$ cat src/rtl/ers_map.vh
// ers_map.vh: register offsets, bit positions, reset values and handshake
// codes of the endpoint 0 receive status tracker.
// assumes: included by bare name into the design and test files that use its macros.
//
// How it works
// - a valid OUT in the data stage with the expected PID that is answered with ACK flips the receive toggle bit
// - a successful SETUP forces the receive toggle bit to one
// - a successful SETUP sets the setup-seen flag, bit 6
// - software clears setup-seen by writing one; writing zero keeps it
// - setup-overwrite, bit 5, is high from SETUP start to SETUP end; read-only
// - setup-overwrite high means setup data is overwriting earlier OUT data
// - status-stage flag, bit 4, sets on status stage, clears at next SETUP start
// - stall bit 3 is set at OUT end when STALL was answered
// - a valid OUT with stall control set is answered with STALL
// - no-acknowledge bit 2 is set at OUT end when NACK was answered
// - a valid OUT with FIFO enable clear and stall control clear is answered with NACK
// - error bit 1 is set at end of an OUT that suffered any error
// - stall, nack and error bits are refreshed at the end of every OUT
// - ACK bit 0 sets on a good OUT with ACK sent and the expected PID, and raises the interrupt
// - the ACK bit clears by itself at the start of the next SETUP
// - FIFO enable control clears whenever the ACK bit becomes set
`ifndef ERS_MAP_VH
`define ERS_MAP_VH

// -----------------------------------------------------------------
// register byte offsets
// -----------------------------------------------------------------
`define ERS_ADDR_W        5
`define ERS_OFF_STATUS    5'h00
`define ERS_OFF_CONTROL   5'h04
`define ERS_OFF_IRQ_STAT  5'h08
`define ERS_OFF_IRQ_MASK  5'h0C

// -----------------------------------------------------------------
// receive status bits
// -----------------------------------------------------------------
`define ERS_ST_TOGGLE     7
`define ERS_ST_SETUP      6
`define ERS_ST_OVERWRITE  5
`define ERS_ST_STATUS     4
`define ERS_ST_STALL      3
`define ERS_ST_NACK       2
`define ERS_ST_ERROR      1
`define ERS_ST_ACK        0
`define ERS_STATUS_RESET  8'h00

// -----------------------------------------------------------------
// receive control bits
// -----------------------------------------------------------------
`define ERS_CT_STALL      3
`define ERS_CT_FIFO_EN    1
`define ERS_CT_ENABLE     0
`define ERS_CONTROL_RESET 8'h00

// -----------------------------------------------------------------
// interrupt status and mask bits
// -----------------------------------------------------------------
`define ERS_IRQ_W         5
`define ERS_IRQ_ACK       0
`define ERS_IRQ_SETUP     1
`define ERS_IRQ_ERROR     2
`define ERS_IRQ_STALL     3
`define ERS_IRQ_NACK      4
`define ERS_IRQ_RESET     5'h00

// -----------------------------------------------------------------
// handshake codes
// -----------------------------------------------------------------
`define ERS_HS_NONE       2'h0
`define ERS_HS_ACK        2'h1
`define ERS_HS_NACK       2'h2
`define ERS_HS_STALL      2'h3

`endif

$ cat src/rtl/ers_sticky_bits.v
// ers_sticky_bits.v: a vector of sticky flags, set by events, cleared by
// writing one.
// assumes: set and clear come from logic on the same clock.
`timescale 1ns/1ps
`default_nettype none

module ers_sticky_bits #(
  parameter WIDTH = 5
) (
  input  wire             core_clk,
  input  wire             resetn,
  input  wire [WIDTH-1:0] set,
  input  wire [WIDTH-1:0] clear,
  output reg  [WIDTH-1:0] flags
);

  // -----------------------------------------------------------------
  // flag storage
  // -----------------------------------------------------------------
  // set is or-ed in after the clear so that an event in the clearing cycle survives
  always @(posedge core_clk or negedge resetn) begin
    if (!resetn) begin
      flags <= {WIDTH{1'b0}};
    end else begin
      flags <= (flags & ~clear) | set;
    end
  end

endmodule

`default_nettype wire

$ cat src/rtl/ers_rx_status.v
// ers_rx_status.v: receive status tracker of control endpoint 0 with its
// control bits, handshake choice, interrupt and Avalon-MM register slave.
// assumes: transaction event pulses come from the function control logic
// on core_clk, one cycle each, and never two kinds in the same cycle.
`timescale 1ns/1ps
`default_nettype none
`include "ers_map.vh"

module ers_rx_status (
  input  wire                   core_clk,
  input  wire                   resetn,
  // register slave
  input  wire [`ERS_ADDR_W-1:0] avs_address,
  input  wire                   avs_read,
  input  wire                   avs_write,
  input  wire [31:0]            avs_writedata,
  input  wire [3:0]             avs_byteenable,
  output reg  [31:0]            avs_readdata,
  output reg                    avs_waitrequest,
  // transaction events
  input  wire                   setup_begin,
  input  wire                   setup_end,
  input  wire                   setup_ok,
  input  wire                   out_end,
  input  wire                   out_error,
  input  wire                   out_data_stage,
  input  wire                   out_pid_data1,
  input  wire                   status_stage_seen,
  // handshake choice
  output reg                    hs_valid,
  output reg  [1:0]             hs_code,
  // control and state levels
  output reg                    rx_enable,
  output reg                    rx_fifo_accept_enable,
  output reg                    rx_stall_control,
  output reg                    rx_data_toggle,
  output reg                    setup_seen,
  output reg                    setup_overwrite_flag,
  output reg                    irq
);

  // -----------------------------------------------------------------
  // status flag storage
  // -----------------------------------------------------------------
  reg                  status_stage_flag;
  reg                  stall_seen;
  reg                  nack_seen;
  reg                  error_seen;
  reg                  ack_seen;
  reg  [`ERS_IRQ_W-1:0] irq_mask;
  wire [`ERS_IRQ_W-1:0] irq_flags;

  // next values
  reg                  next_toggle;
  reg                  next_setup_seen;
  reg                  next_overwrite;
  reg                  next_status_stage;
  reg                  next_stall_seen;
  reg                  next_nack_seen;
  reg                  next_error_seen;
  reg                  next_ack_seen;
  reg                  next_fifo_en;
  reg                  next_stall_ctl;
  reg  [1:0]           next_hs_code;

  // reset images, so the flops below follow the map rather than bare zeros
  localparam [7:0] ST_RST = `ERS_STATUS_RESET;
  localparam [7:0] CT_RST = `ERS_CONTROL_RESET;

  // -----------------------------------------------------------------
  // bus decode
  // -----------------------------------------------------------------
  wire        bus_req;
  wire        wr_go;
  wire        sel_status;
  wire        sel_control;
  wire        sel_irq_stat;
  wire        sel_irq_mask;
  wire [7:0]  wr_byte;

  assign bus_req      = avs_read | avs_write;
  // a write lands only at the edge where waitrequest is seen low
  assign wr_go        = avs_write & ~avs_waitrequest & avs_byteenable[0];
  assign sel_status   = (avs_address == `ERS_OFF_STATUS);
  assign sel_control  = (avs_address == `ERS_OFF_CONTROL);
  assign sel_irq_stat = (avs_address == `ERS_OFF_IRQ_STAT);
  assign sel_irq_mask = (avs_address == `ERS_OFF_IRQ_MASK);
  assign wr_byte      = avs_writedata[7:0];

  // -----------------------------------------------------------------
  // transaction qualifiers
  // -----------------------------------------------------------------
  wire out_good;
  wire out_bad;
  wire pid_match;
  wire setup_good;
  wire ack_sent;
  wire ack_event;

  // an OUT that ended cleanly is a valid one; a bad one gets no handshake
  assign out_good   = out_end & ~out_error;
  assign out_bad    = out_end & out_error;
  assign pid_match  = (out_pid_data1 == rx_data_toggle);
  assign setup_good = setup_end & setup_ok;
  assign ack_sent   = out_good & (next_hs_code == `ERS_HS_ACK);
  // mismatched PID is still acked but the data is a repeat and is dropped
  assign ack_event  = ack_sent & pid_match;

  // -----------------------------------------------------------------
  // handshake choice
  // -----------------------------------------------------------------
  // stall takes precedence over the nack of a disabled FIFO
  always @* begin
    if (rx_stall_control) begin
      next_hs_code = `ERS_HS_STALL;
    end else if (!rx_fifo_accept_enable) begin
      next_hs_code = `ERS_HS_NACK;
    end else begin
      next_hs_code = `ERS_HS_ACK;
    end
  end

  // one handshake pulse per valid OUT
  always @(posedge core_clk or negedge resetn) begin
    if (!resetn) begin
      hs_valid <= 1'b0;
      hs_code  <= `ERS_HS_NONE;
    end else begin
      hs_valid <= out_good;
      if (out_good) begin
        hs_code <= next_hs_code;
      end else begin
        hs_code <= `ERS_HS_NONE;
      end
    end
  end

  // -----------------------------------------------------------------
  // receive status next values
  // -----------------------------------------------------------------
  always @* begin
    next_toggle       = rx_data_toggle;
    next_setup_seen   = setup_seen;
    next_overwrite    = setup_overwrite_flag;
    next_status_stage = status_stage_flag;
    next_stall_seen   = stall_seen;
    next_nack_seen    = nack_seen;
    next_error_seen   = error_seen;
    next_ack_seen     = ack_seen;

    // software clears first so that hardware sets below win
    if (wr_go && sel_status) begin
      if (wr_byte[`ERS_ST_SETUP]) begin
        next_setup_seen = 1'b0;
      end
      if (wr_byte[`ERS_ST_ACK]) begin
        next_ack_seen = 1'b0;
      end
    end

    // setup start: fifo is being overwritten, old outcome is void
    if (setup_begin) begin
      next_overwrite    = 1'b1;
      next_status_stage = 1'b0;
      next_ack_seen     = 1'b0;
    end

    // setup end: overwrite window closes whatever the outcome
    if (setup_end) begin
      next_overwrite = 1'b0;
    end
    if (setup_good) begin
      next_setup_seen = 1'b1;
      next_toggle     = 1'b1;
    end

    // control transfer reached its status stage
    if (status_stage_seen) begin
      next_status_stage = 1'b1;
    end

    // every ended OUT rewrites the three outcome bits
    if (out_good) begin
      next_stall_seen = (next_hs_code == `ERS_HS_STALL);
      next_nack_seen  = (next_hs_code == `ERS_HS_NACK);
      next_error_seen = 1'b0;
    end
    if (out_bad) begin
      next_stall_seen = 1'b0;
      next_nack_seen  = 1'b0;
      next_error_seen = 1'b1;
    end

    // accepted data packet
    if (ack_event) begin
      next_ack_seen = 1'b1;
      if (out_data_stage) begin
        next_toggle = ~rx_data_toggle;
      end
    end
  end

  // status register flops
  always @(posedge core_clk or negedge resetn) begin
    if (!resetn) begin
      rx_data_toggle       <= ST_RST[`ERS_ST_TOGGLE];
      setup_seen           <= ST_RST[`ERS_ST_SETUP];
      setup_overwrite_flag <= ST_RST[`ERS_ST_OVERWRITE];
      status_stage_flag    <= ST_RST[`ERS_ST_STATUS];
      stall_seen           <= ST_RST[`ERS_ST_STALL];
      nack_seen            <= ST_RST[`ERS_ST_NACK];
      error_seen           <= ST_RST[`ERS_ST_ERROR];
      ack_seen             <= ST_RST[`ERS_ST_ACK];
    end else begin
      rx_data_toggle       <= next_toggle;
      setup_seen           <= next_setup_seen;
      setup_overwrite_flag <= next_overwrite;
      status_stage_flag    <= next_status_stage;
      stall_seen           <= next_stall_seen;
      nack_seen            <= next_nack_seen;
      error_seen           <= next_error_seen;
      ack_seen             <= next_ack_seen;
    end
  end

  // -----------------------------------------------------------------
  // receive control register
  // -----------------------------------------------------------------
  // hardware clears win over a write in the same cycle, so the fifo
  // can never accept a second packet before software has seen the first
  always @* begin
    next_fifo_en   = rx_fifo_accept_enable;
    next_stall_ctl = rx_stall_control;
    if (wr_go && sel_control) begin
      next_fifo_en   = wr_byte[`ERS_CT_FIFO_EN];
      next_stall_ctl = wr_byte[`ERS_CT_STALL];
    end
    if (ack_event) begin
      next_fifo_en = 1'b0;
    end
    if (setup_good) begin
      next_fifo_en   = 1'b0;
      next_stall_ctl = 1'b0;
    end
  end

  always @(posedge core_clk or negedge resetn) begin
    if (!resetn) begin
      rx_enable             <= CT_RST[`ERS_CT_ENABLE];
      rx_fifo_accept_enable <= CT_RST[`ERS_CT_FIFO_EN];
      rx_stall_control      <= CT_RST[`ERS_CT_STALL];
    end else begin
      if (wr_go && sel_control) begin
        rx_enable <= wr_byte[`ERS_CT_ENABLE];
      end
      rx_fifo_accept_enable <= next_fifo_en;
      rx_stall_control      <= next_stall_ctl;
    end
  end

  // -----------------------------------------------------------------
  // interrupt
  // -----------------------------------------------------------------
  wire [`ERS_IRQ_W-1:0] irq_set;
  wire [`ERS_IRQ_W-1:0] irq_clear;

  assign irq_set[`ERS_IRQ_ACK]   = ack_event;
  assign irq_set[`ERS_IRQ_SETUP] = setup_good;
  assign irq_set[`ERS_IRQ_ERROR] = out_bad;
  assign irq_set[`ERS_IRQ_STALL] = out_good & (next_hs_code == `ERS_HS_STALL);
  assign irq_set[`ERS_IRQ_NACK]  = out_good & (next_hs_code == `ERS_HS_NACK);
  assign irq_clear = (wr_go && sel_irq_stat) ? wr_byte[`ERS_IRQ_W-1:0] : {`ERS_IRQ_W{1'b0}};

  ers_sticky_bits #(
    .WIDTH (`ERS_IRQ_W)
  ) u_irq_flags (
    .core_clk (core_clk),
    .resetn   (resetn),
    .set      (irq_set),
    .clear    (irq_clear),
    .flags    (irq_flags)
  );

  // mask register and registered level output
  always @(posedge core_clk or negedge resetn) begin
    if (!resetn) begin
      irq_mask <= `ERS_IRQ_RESET;
      irq      <= 1'b0;
    end else begin
      if (wr_go && sel_irq_mask) begin
        irq_mask <= wr_byte[`ERS_IRQ_W-1:0];
      end
      irq <= |(irq_flags & irq_mask);
    end
  end

  // -----------------------------------------------------------------
  // read mux
  // -----------------------------------------------------------------
  reg [7:0] rd_byte;

  // reads are pure: no flag changes on a read
  always @*  begin
    rd_byte = 8'h00;
    if (sel_status) begin
      rd_byte[`ERS_ST_TOGGLE]    = rx_data_toggle;
      rd_byte[`ERS_ST_SETUP]     = setup_seen;
      rd_byte[`ERS_ST_OVERWRITE] = setup_overwrite_flag;
      rd_byte[`ERS_ST_STATUS]    = status_stage_flag;
      rd_byte[`ERS_ST_STALL]     = stall_seen;
      rd_byte[`ERS_ST_NACK]      = nack_seen;
      rd_byte[`ERS_ST_ERROR]     = error_seen;
      rd_byte[`ERS_ST_ACK]       = ack_seen;
    end else if (sel_control) begin
      rd_byte[`ERS_CT_STALL]   = rx_stall_control;
      rd_byte[`ERS_CT_FIFO_EN] = rx_fifo_accept_enable;
      rd_byte[`ERS_CT_ENABLE]  = rx_enable;
    end else if (sel_irq_stat) begin
      rd_byte[`ERS_IRQ_W-1:0] = irq_flags;
    end else if (sel_irq_mask) begin
      rd_byte[`ERS_IRQ_W-1:0] = irq_mask;
    end
  end

  // -----------------------------------------------------------------
  // avalon handshake
  // -----------------------------------------------------------------
  // one wait state: data are captured while waitrequest is high and
  // stand at the edge where it is low; unmapped offsets read zero
  always @(posedge core_clk or negedge resetn) begin
    if (!resetn) begin
      avs_waitrequest <= 1'b1;
      avs_readdata    <= 32'h00000000;
    end else begin
      avs_waitrequest <= ~(bus_req & avs_waitrequest);
      if (avs_read && avs_waitrequest) begin
        avs_readdata <= {24'h000000, rd_byte};
      end
    end
  end

endmodule

`default_nettype wire

$ cat config.mk
export PLATFORM = sky130hd
export DESIGN_NAME = ers_rx_status
export DESIGN_NICKNAME = d
export VERILOG_FILES = /design/src/rtl/ers_sticky_bits.v /design/src/rtl/ers_rx_status.v
export VERILOG_INCLUDE_DIRS = /design/src /design/src/rtl
export SDC_FILE = /design/constraint.sdc
export NUM_CORES = 1
export LEC_CHECK = 0
export BUFFER_PORTS_ARGS = -buffer_cell sky130_fd_sc_hd__clkbuf_2
export CAP_MARGIN = 10
export CORE_MARGIN = 8
export CORE_UTILIZATION = 44
export CTS_BUF_LIST = sky130_fd_sc_hd__clkbuf_8 sky130_fd_sc_hd__clkbuf_16
export CTS_CLUSTER_SIZE = 8
export DETAILED_ROUTE_END_ITERATION = 8
export PLACE_DENSITY = 0.79
export SLEW_MARGIN = 20
export SYNTH_ARGS = -nofsm -noshare
export SYNTH_HDL_FRONTEND = slang
export SYNTH_SLANG_ARGS = --single-unit
$ cat constraint.sdc
create_clock -name core_clk -period 2.02 [get_ports core_clk]
set_clock_uncertainty 0.1 [all_clocks]
set_input_delay 0.101 -clock core_clk [delete_from_list [all_inputs] [get_ports core_clk]]
set_output_delay 0.101 -clock core_clk [all_outputs]
set_load 0.02 [all_outputs]
# After elaboration in Yosys (flattened, before gate mapping)
# Index checks and enable logic that the tools add are counted.
# W data, S select, Z words.
# classes
n_addsub	0
n_mul	0
div	0
n_lt_le_gt_ge	0
eq_ne	7
shifts	0
n_mux	37
bitwise_logic	19
reduce_logical	18
# op_table
op	count
$mux W1	28
$mux W5	4
$reduce_bool A2 Y1	6
$and A1 B1 Y1	10
$and A5 B5 Y5	2
$eq A5 B4 Y1 const B	2
$reduce_bool A3 Y1	3
$mux W2	4
$eq A5 B3 Y1 const B	1
$logic_and A1 B1 Y1	5
$logic_not A5 Y1	1
$not A5 Y5	1
$or A5 B5 Y5	1
$reduce_or A5 Y1	1
$eq A2 B2 Y1 const B	2
$not A1 Y1	4
$reduce_and A2 Y1	2
$mux W3	1
$eq A2 B1 Y1 const B	1
$eq A1 B1 Y1	1
$or A1 B1 Y1	1
# word_totals
register_bits	34
latch_bits	0
ram_bits	0
romBits	0
input_bits	53
output_inout_bits	43
wordCells	99
memories	0

# Logic depth before layout (Yosys ltp)
# Gate-level depths: netlist (run 1).
# logic_depth
depth_word	8
mapped_depth	5
ltp_nobuf	4

# Modules after synthesis
# From an unflattened synthesis (run 1), not the netlist that was laid out.
# unflattened
cells_unflattened	170
area_unflattened_um2	1759.2
# by_module_without_submodules
module	n_inst	cells_each	area_each_um2	seq_area_each_um2
ers_rx_status	1	155	1577.8	726.9
ers_sticky_bits	1	15	181.4	125.1

# Least setup slack after synthesis (run 1)
# Ideal clock, no wire load.
# synth_timing
kind	register -> register
start	reg avs_waitrequest
end	reg irq_mask[0]
setup_ps	125
arrival_ps	1281
t_required_ps	1795
path_slack_ps	514
stages_incl_launch_ff	4
n_path_buf	0
synth_period_minus_slack_ps	1506
path_cell_list	dfstp_2 -> nand4b_1 -> nor2_8 -> mux2_2
# synth_via
elab_chain_len	4
# synth_lines
item	line	source
start: declaration	ers_rx_status.v:19	output reg avs_waitrequest,
start signal: assignment	ers_rx_status.v:335	avs_waitrequest <= ~(bus_req & avs_waitrequest);
$not A1 Y1	ers_rx_status.v:83	assign wr_go = avs_write & ~avs_waitrequest & avs_byteenable[0];
$and A1 B1 Y1 (2 in a row)	ers_rx_status.v:83	
$logic_and A1 B1 Y1	ers_rx_status.v:290	if (wr_go && sel_irq_mask) begin
end signal: assignment	ers_rx_status.v:287	irq_mask <= `ERS_IRQ_RESET;
end signal: assignment	ers_rx_status.v:291	irq_mask <= wr_byte[`ERS_IRQ_W-1:0];
end: declaration	ers_rx_status.v:50	reg [`ERS_IRQ_W-1:0] irq_mask;
# Every way passes these cells.
# A chain may end at the register's enable or synchronous reset.

# Final worst setup path (run 1)
# layout_timing
start	reg avs_waitrequest
end	reg irq_mask[1]
# The elaborated chain is that of the path after synthesis.

==> results of run 1 <==
[metrics by stage]
stage / util [%] / instances / power (W) / setup WS (ns)
floorplan: - / 180 / 0.0009381 / 0.5142
global placement: 48.79 / 245 / 0.0009895 / 0.2573
detailed placement: 48.79 / 245 / 0.0009962 / 0.2538
CTS: 54.75 / 267 / 0.001525 / 0.4093
global route: 54.75 / 267 / 0.001585 / 0.3351
finish: 54.75 / 267 / 0.001513 / 0.3911
[registers in the layout, indices dropped and copies added (netlist names), 2 cells and up]
name,cells
u_irq_flags.flags,5
avs_readdata,8
hs_code,2
irq_mask,5
[worst register-to-register path: stages (launching register included)]
cell and delay [ns]:
dfstp_2 0.39, nand4b_1 0.41, nor2_8 0.25, mux2_2 0.35
[kinds of logic (layout without fill, tap and decap cells)]
kind of cell | count (synthesis) | in the layout
AO/OA/AOI/OAI | 37 | 37
AND/OR/NAND/NOR | 37 | 37
buffers and inverters | 36 | 73
flip-flops | 34 | 34
multiplexers | 11 | 11
other | 1 | 24
XOR/XNOR | 1 | 1
[where the power goes]
part | total [W] | leakage (nW) | switching [W] | internal [W]
registers | 0.000749 | 0.426 | 0.0000263 | 0.000723
logic | 0.000258 | 0.621 | 0.000162 | 0.0000963
clock network | 0.000506 | 0.0524 | 0.000236 | 0.000270
total | 0.00151 | 1.10 | 0.000424 | 0.00109
[cell type report]
| cell class | count | share of cell area, % |
|---|---|---|
| clock inverters | 2 | 0.4118 |
| multi-input cells | 110 | 34.47 |
| inverters | 8 | 1.412 |
| clock buffers | 6 | 3.882 |
| flip-flops and latches | 34 | 40.06 |
| repair buffers | 57 | 16.82 |
| well taps | 50 | 2.941 |
[placed cells by master (no fill, tap or decap), types with 2 or more instances in the layout]
| master | count |
|---|---|
| and2_1 | 2 |
| a22o_1 | 6 |
| o21ai_1 | 2 |
| mux2i_1 | 3 |
| and3_1 | 2 |
| clkbuf_2 | 42 |
| a31oi_1 | 2 |
| mux2_2 | 3 |
| dlygate4sd3_1 | 14 |
| a21oi_1 | 4 |
| o21ai_0 | 11 |
| inv_1 | 9 |
| o41ai_1 | 2 |
| nor2_1 | 6 |
| clkbuf_8 | 6 |
| mux2_1 | 2 |
| nor3_1 | 2 |
| conb_1 | 24 |
| dfrtp_1 | 33 |
| nand2_1 | 11 |
| nand4_1 | 4 |
| o22a_1 | 2 |
| mux4_1 | 3 |
[worst min path at each step]
stage	start	endpoint	slack (ns)	depth (start not counted)
finish	avs_writedata[6]	setup_seen	0.004	3
global route	avs_writedata[6]	setup_seen	0.02	3
CTS	avs_writedata[6]	setup_seen	0.004	3
detailed placement	resetn	u_irq_flags.flags[4]	0.14	1
global placement	resetn	hs_code[1]	0.13	1
floorplan	resetn	ack_seen	-0.29	0
[routing by layer]
layer / track usage, % / wire length (µm) / part of all wire [%]
met3: 5.418 / 418 / 10
met2: 21.21 / 1966 / 48
met4: 7.407 / 144 / 3.5
met5: 0 / 0 / 0
met1: 15.79 / 1537 / 38
[cells in the mapped netlist, types with 2 or more instances]
cell type | instances | area [µm²]
nor3_1 | 2 | 10.01
mux2_1 | 2 | 22.52
o22a_1 | 2 | 17.52
a31oi_1 | 2 | 12.51
o21ai_1 | 2 | 10.01
a21oi_1 | 4 | 20.02
o41ai_1 | 2 | 17.52
buf_4 | 25 | 187.7
dfrtp_1 | 33 | 825.8
mux2_2 | 3 | 33.78
mux4_1 | 3 | 78.83
nor2_1 | 6 | 22.52
o21ai_0 | 11 | 55.05
and3_1 | 2 | 12.51
inv_1 | 8 | 30.03
nand4_1 | 4 | 25.02
mux2i_1 | 3 | 30.03
a22o_1 | 6 | 52.55
nand2_1 | 11 | 41.29
and2_1 | 2 | 12.51
==> results.json, run 1 <==
{
  "whs_ns": 0.004050,
  "place_hpwl_um": 3209,
  "cts_tree": "yes",
  "n_antenna_cell": 0,
  "rsz0062_at_grt": "false",
  "path_max_fanout": 7,
  "drv_cap": 0,
  "grt_pass1_wl_um": 6686,
  "finalCritPeriodShare_pct": 80.64,
  "firstDrtPassIters": 4,
  "setup_violations": 0,
  "synth_compound_area_share_pct": 14.49,
  "multi_input_area_um2": 733.2,
  "postPlaceCellArea_mm2": 0.001896,
  "grt_pass1_vias": 1391,
  "period_needed_ns": 1.629,
  "postCtsSetupBuffers": 0,
  "die-area_mm2": 0.006209,
  "ios": 96,
  "drive_gt1_share_pct": 25.81,
  "final_area_mm2": 0.002127,
  "worstReg2RegStart": "avs_waitrequest",
  "critical_path.top_delay_family": "simple AND/OR/NAND/NOR gates",
  "clk_latency_ns": 0.29,
  "h-tree-depth": 2,
  "cp_num_cells": 3,
  "numClockSinks": 34,
  "holdBufCountCts": 14,
  "fill_cells": 356,
  "yosysWarnings": 0,
  "r2r_end": "irq_mask[1]",
  "worstSetupPathType": "flop to flop",
  "port_buffers": 42,
  "postRouteAntennaNets": 0,
  "crit_end": "irq_mask[1]",
  "ir_drop_mv": 0.3593,
  "fin_tns_setup_ns": 0,
  "worst_setup_path_end_kind": "flop",
  "drt-vias-per-instance": 5.142,
  "die_w_um": 78.80,
  "synth_edf_count": 0,
  "rows": 23,
  "hold_violations": 0,
  "worst_pin_slew_ns": 0.8089,
  "synth_area_mm2": 0.001735,
  "crit_path_cell_trace": "nand4b_1, nor2_8, mux2_2",
  "critPathArrivalTime_ns": 1.70,
  "grt_max_degree": 35,
  "drv_slew": 0,
  "coreArea_mm2": 0.003885,
  "place.gp.congestion": 0.8286,
  "maxSlewHeadroom_pct": 46.08,
  "synth_cells": 157,
  "cp-start-kind": "flop",
  "seqCellArea_um2": 852.1,
  "wl_per_cell_um": 15.23,
  "synth_cell_types": 44,
  "power.density_mw_per_mm2": 711.4,
  "drt_wl_total_um": 4067,
  "cp_num_buf_inv": 0,
  "synth.ff_latch_count": 34,
  "fp.dieH_um": 78.80,
  "fmax_ghz": 0.6139,
  "async_flop_share_pct": 100.0,
  "seq_area_frac_synth_pct": 49.10,
  "power.leakage_nw": 1.100,
  "synthSimpleGateAreaFrac_pct": 12.55,
  "synthAdderAreaFrac_pct": 0,
  "cts_buffer_depth": 2,
  "nets": 269,
  "antenna_found_initial": 0,
  "synth_top_family_by_area": "compound AO/OA/AOI/OAI gates",
  "crit_required_ns": 2.09,
  "start_util_pct": 44.67,
  "status": "finished, final reports clean",
  "path_clk_slew_ns": 0.07,
  "cts_resized": 0,
  "r2r_cells": 3,
  "cts_buffers": 5,
  "track_usage_pct": 13.63,
  "routed-via-count": 1373,
  "synthMuxAreaShare_pct": 9.517,
  "crit_start": "avs_waitrequest",
  "avgSynthCellArea_um2": 11.05,
  "grt_overflow": 0,
  "slowest_stage": "nand4b_1",
  "synth_xor_area_share_pct": 0.5047,
  "synthFlopType": "dfrtp_1",
  "hold_path_class": "primary input to flop",
  "root_buffer": "clkbuf_8",
  "drc": 0,
  "slowest_delay_ns": 0.41,
  "drt-initial-drc-count": 100,
  "r2r_slack_ns": 0.39,
  "area_delta_synth_final_pct": 22.57
}
(Power assumes the default switching activity.)
==> run 2, diff against run 1 <==
Clock period 2.02 ns to 1.6 ns, I/O delays scaled along.
==> run 2 against run 1 <==
  * Hold slack improved by 0.0038 ns
  * Combinational power up 37%
  * Worst setup slack worse by 0.26 ns
  * Design area increased by 5.1%
  * Utilization increased by 2.8 points
  * Register-to-register slack worse by 0.26 ns
  * Cell count is 4.5% higher
  * Sequential cell count did not move
  * Largest cell class unchanged
==> results.json, run 2 (synthesis results as in run 1) <==
{
  "drv_cap": 0,
  "slowest_delay_ns": 0.48,
  "period_needed_ns": 1.466,
  "cts_buffer_depth": 2,
  "grt_max_degree": 20,
  "power.leakage_nw": 1.160,
  "nets": 281,
  "n_antenna_cell": 0,
  "worstSetupPathType": "flop to flop",
  "postCtsSetupBuffers": 0,
  "seqCellArea_um2": 852.1,
  "drc": 0,
  "reg_top3": "avs_readdata: 8 flops, irq_mask: 5 flops, u_irq_flags.flags: 5 flops",
  "rows": 23,
  "coreArea_mm2": 0.003885,
  "ir_drop_mv": 0.4045,
  "final_cell_mix": "42 x clkbuf_2, 33 x dfrtp_1, 24 x conb_1",
  "utilization_pct": 57.52,
  "dp_slack_ns": -0.03886,
  "ios": 96,
  "rsz0062_at_grt": "false",
  "crit_path_cell_trace": "nand4bb_1, nor3b_1, mux2i_1",
  "setup_violations": 0,
  "numClockSinks": 34,
  "place.gp.congestion": 0.8579,
  "grt_overflow": 0,
  "cts_buffers": 5,
  "slowest_stage": "dfrtp_1",
  "worst_setup_path_end_kind": "flop",
  "drv_slew": 0,
  "track_usage_pct": 14.74,
  "finalCritPeriodShare_pct": 91.65,
  "routed-via-count": 1443,
  "critPathArrivalTime_ns": 1.58,
  "drt_wl_total_um": 4446,
  "power.density_mw_per_mm2": 871.0,
  "port_buffers": 42,
  "grt_pass1_wl_um": 7210,
  "die_w_um": 78.80,
  "largest_register_ff_count": 8,
  "firstDrtPassIters": 4,
  "clk_latency_ns": 0.29,
  "fp.dieH_um": 78.80,
  "critical_path.top_delay_family": "simple AND/OR/NAND/NOR gates",
  "hold_violations": 0,
  "power_w": 0.001946,
  "status": "finished, final reports clean",
  "area_delta_synth_final_pct": 28.77,
  "drt-vias-per-instance": 5.172,
  "fill_cells": 349,
  "cp_num_buf_inv": 0,
  "crit_required_ns": 1.71,
  "postRouteAntennaNets": 0,
  "final_common_cell": "clkbuf_2",
  "wl_per_cell_um": 15.94,
  "grt_pass1_vias": 1489,
  "h-tree-depth": 2,
  "die-area_mm2": 0.006209,
  "top_register": "avs_readdata",
  "drt-initial-drc-count": 97,
  "fin_tns_setup_ns": 0,
  "multi_input_area_um2": 733.2,
  "place_hpwl_um": 3413,
  "antenna_found_initial": 0,
  "worst_slack_ns": 0.1335,
  "path_max_fanout": 7,
  "cts_tree": "yes",
  "hold_path_class": "primary input to flop",
  "start_util_pct": 44.67,
  "fmax_ghz": 0.6819,
  "path_clk_slew_ns": 0.07,
  "root_buffer": "clkbuf_8",
  "drive_gt1_share_pct": 28.82,
  "cp-start-kind": "flop"
}
## run 2: cell types whose count changed in the layout (fill, tap and decap cells not counted), sizes merged
| cell | delta |
|---|---|
| buf | +10 |
| dlygate4sd3 | +2 |
## run 2: per-stage QoR
step | instances | cell area, µm² | hold slack, ns
global placement | 255 | 1983 | -0.06445
finish | 279 | 2235 | 0.007885
global route | 279 | 2235 | 0.002937
CTS | 279 | 2235 | 0.001838
floorplan | 180 | 1822 | -0.3156
detailed placement | 255 | 1983 | -0.05209
## run 2: cell type report
type	count	share of cell area [%]
Sequential cell	34	38.13
Multi-Input combinational cell	110	32.81
Inverter	8	1.344
Timing Repair Buffer	69	20.83
Clock inverter	2	0.3919
Tap cell	50	2.800
Clock buffer	6	3.695
## run 2: worst register-to-register path: stages (launching register included)
cell       delay (ns)
dfrtp_1          0.48
nand4bb_1        0.32
nor3b_1          0.28
mux2i_1          0.21
## run 2: path summary, 6_finish.rpt
path	start	slack, ns	cells past startpoint	to
worst max-delay path	rx_stall_control	0.13	3	rx_data_toggle
worst min-delay path	avs_writedata[6]	0.008	3	setup_seen
worst max register to register	rx_stall_control	0.13	3	rx_data_toggle
worst min register to register	avs_readdata[7]	0.38	2	avs_readdata[7]
max in group asynchronous	resetn	0.68	3	avs_waitrequest
min in group asynchronous	resetn	0.19	2	rx_stall_control
## run 2: where the power goes
group | internal, W | total (W) | switching (W)
combinational | 0.000140 | 0.000353 | 0.000213
clock | 0.000340 | 0.000645 | 0.000305
sequential | 0.000913 | 0.000948 | 0.0000355
total | 0.00139 | 0.00195 | 0.000553
## run 2: layer usage
metal	GRT usage, %	vias up	wire length, µm
met2	23.86	64	2184
met5	0	-	0
met1	16.81	698	1782
met4	7.037	0	85
met3	5.643	12	393
li1	-	669	-
## run 2: what timing repair did
action | CTS | global route
hold buffers | 16 | 0
resized for setup | 0 | 0
hold endpoints to repair | 47 | 0
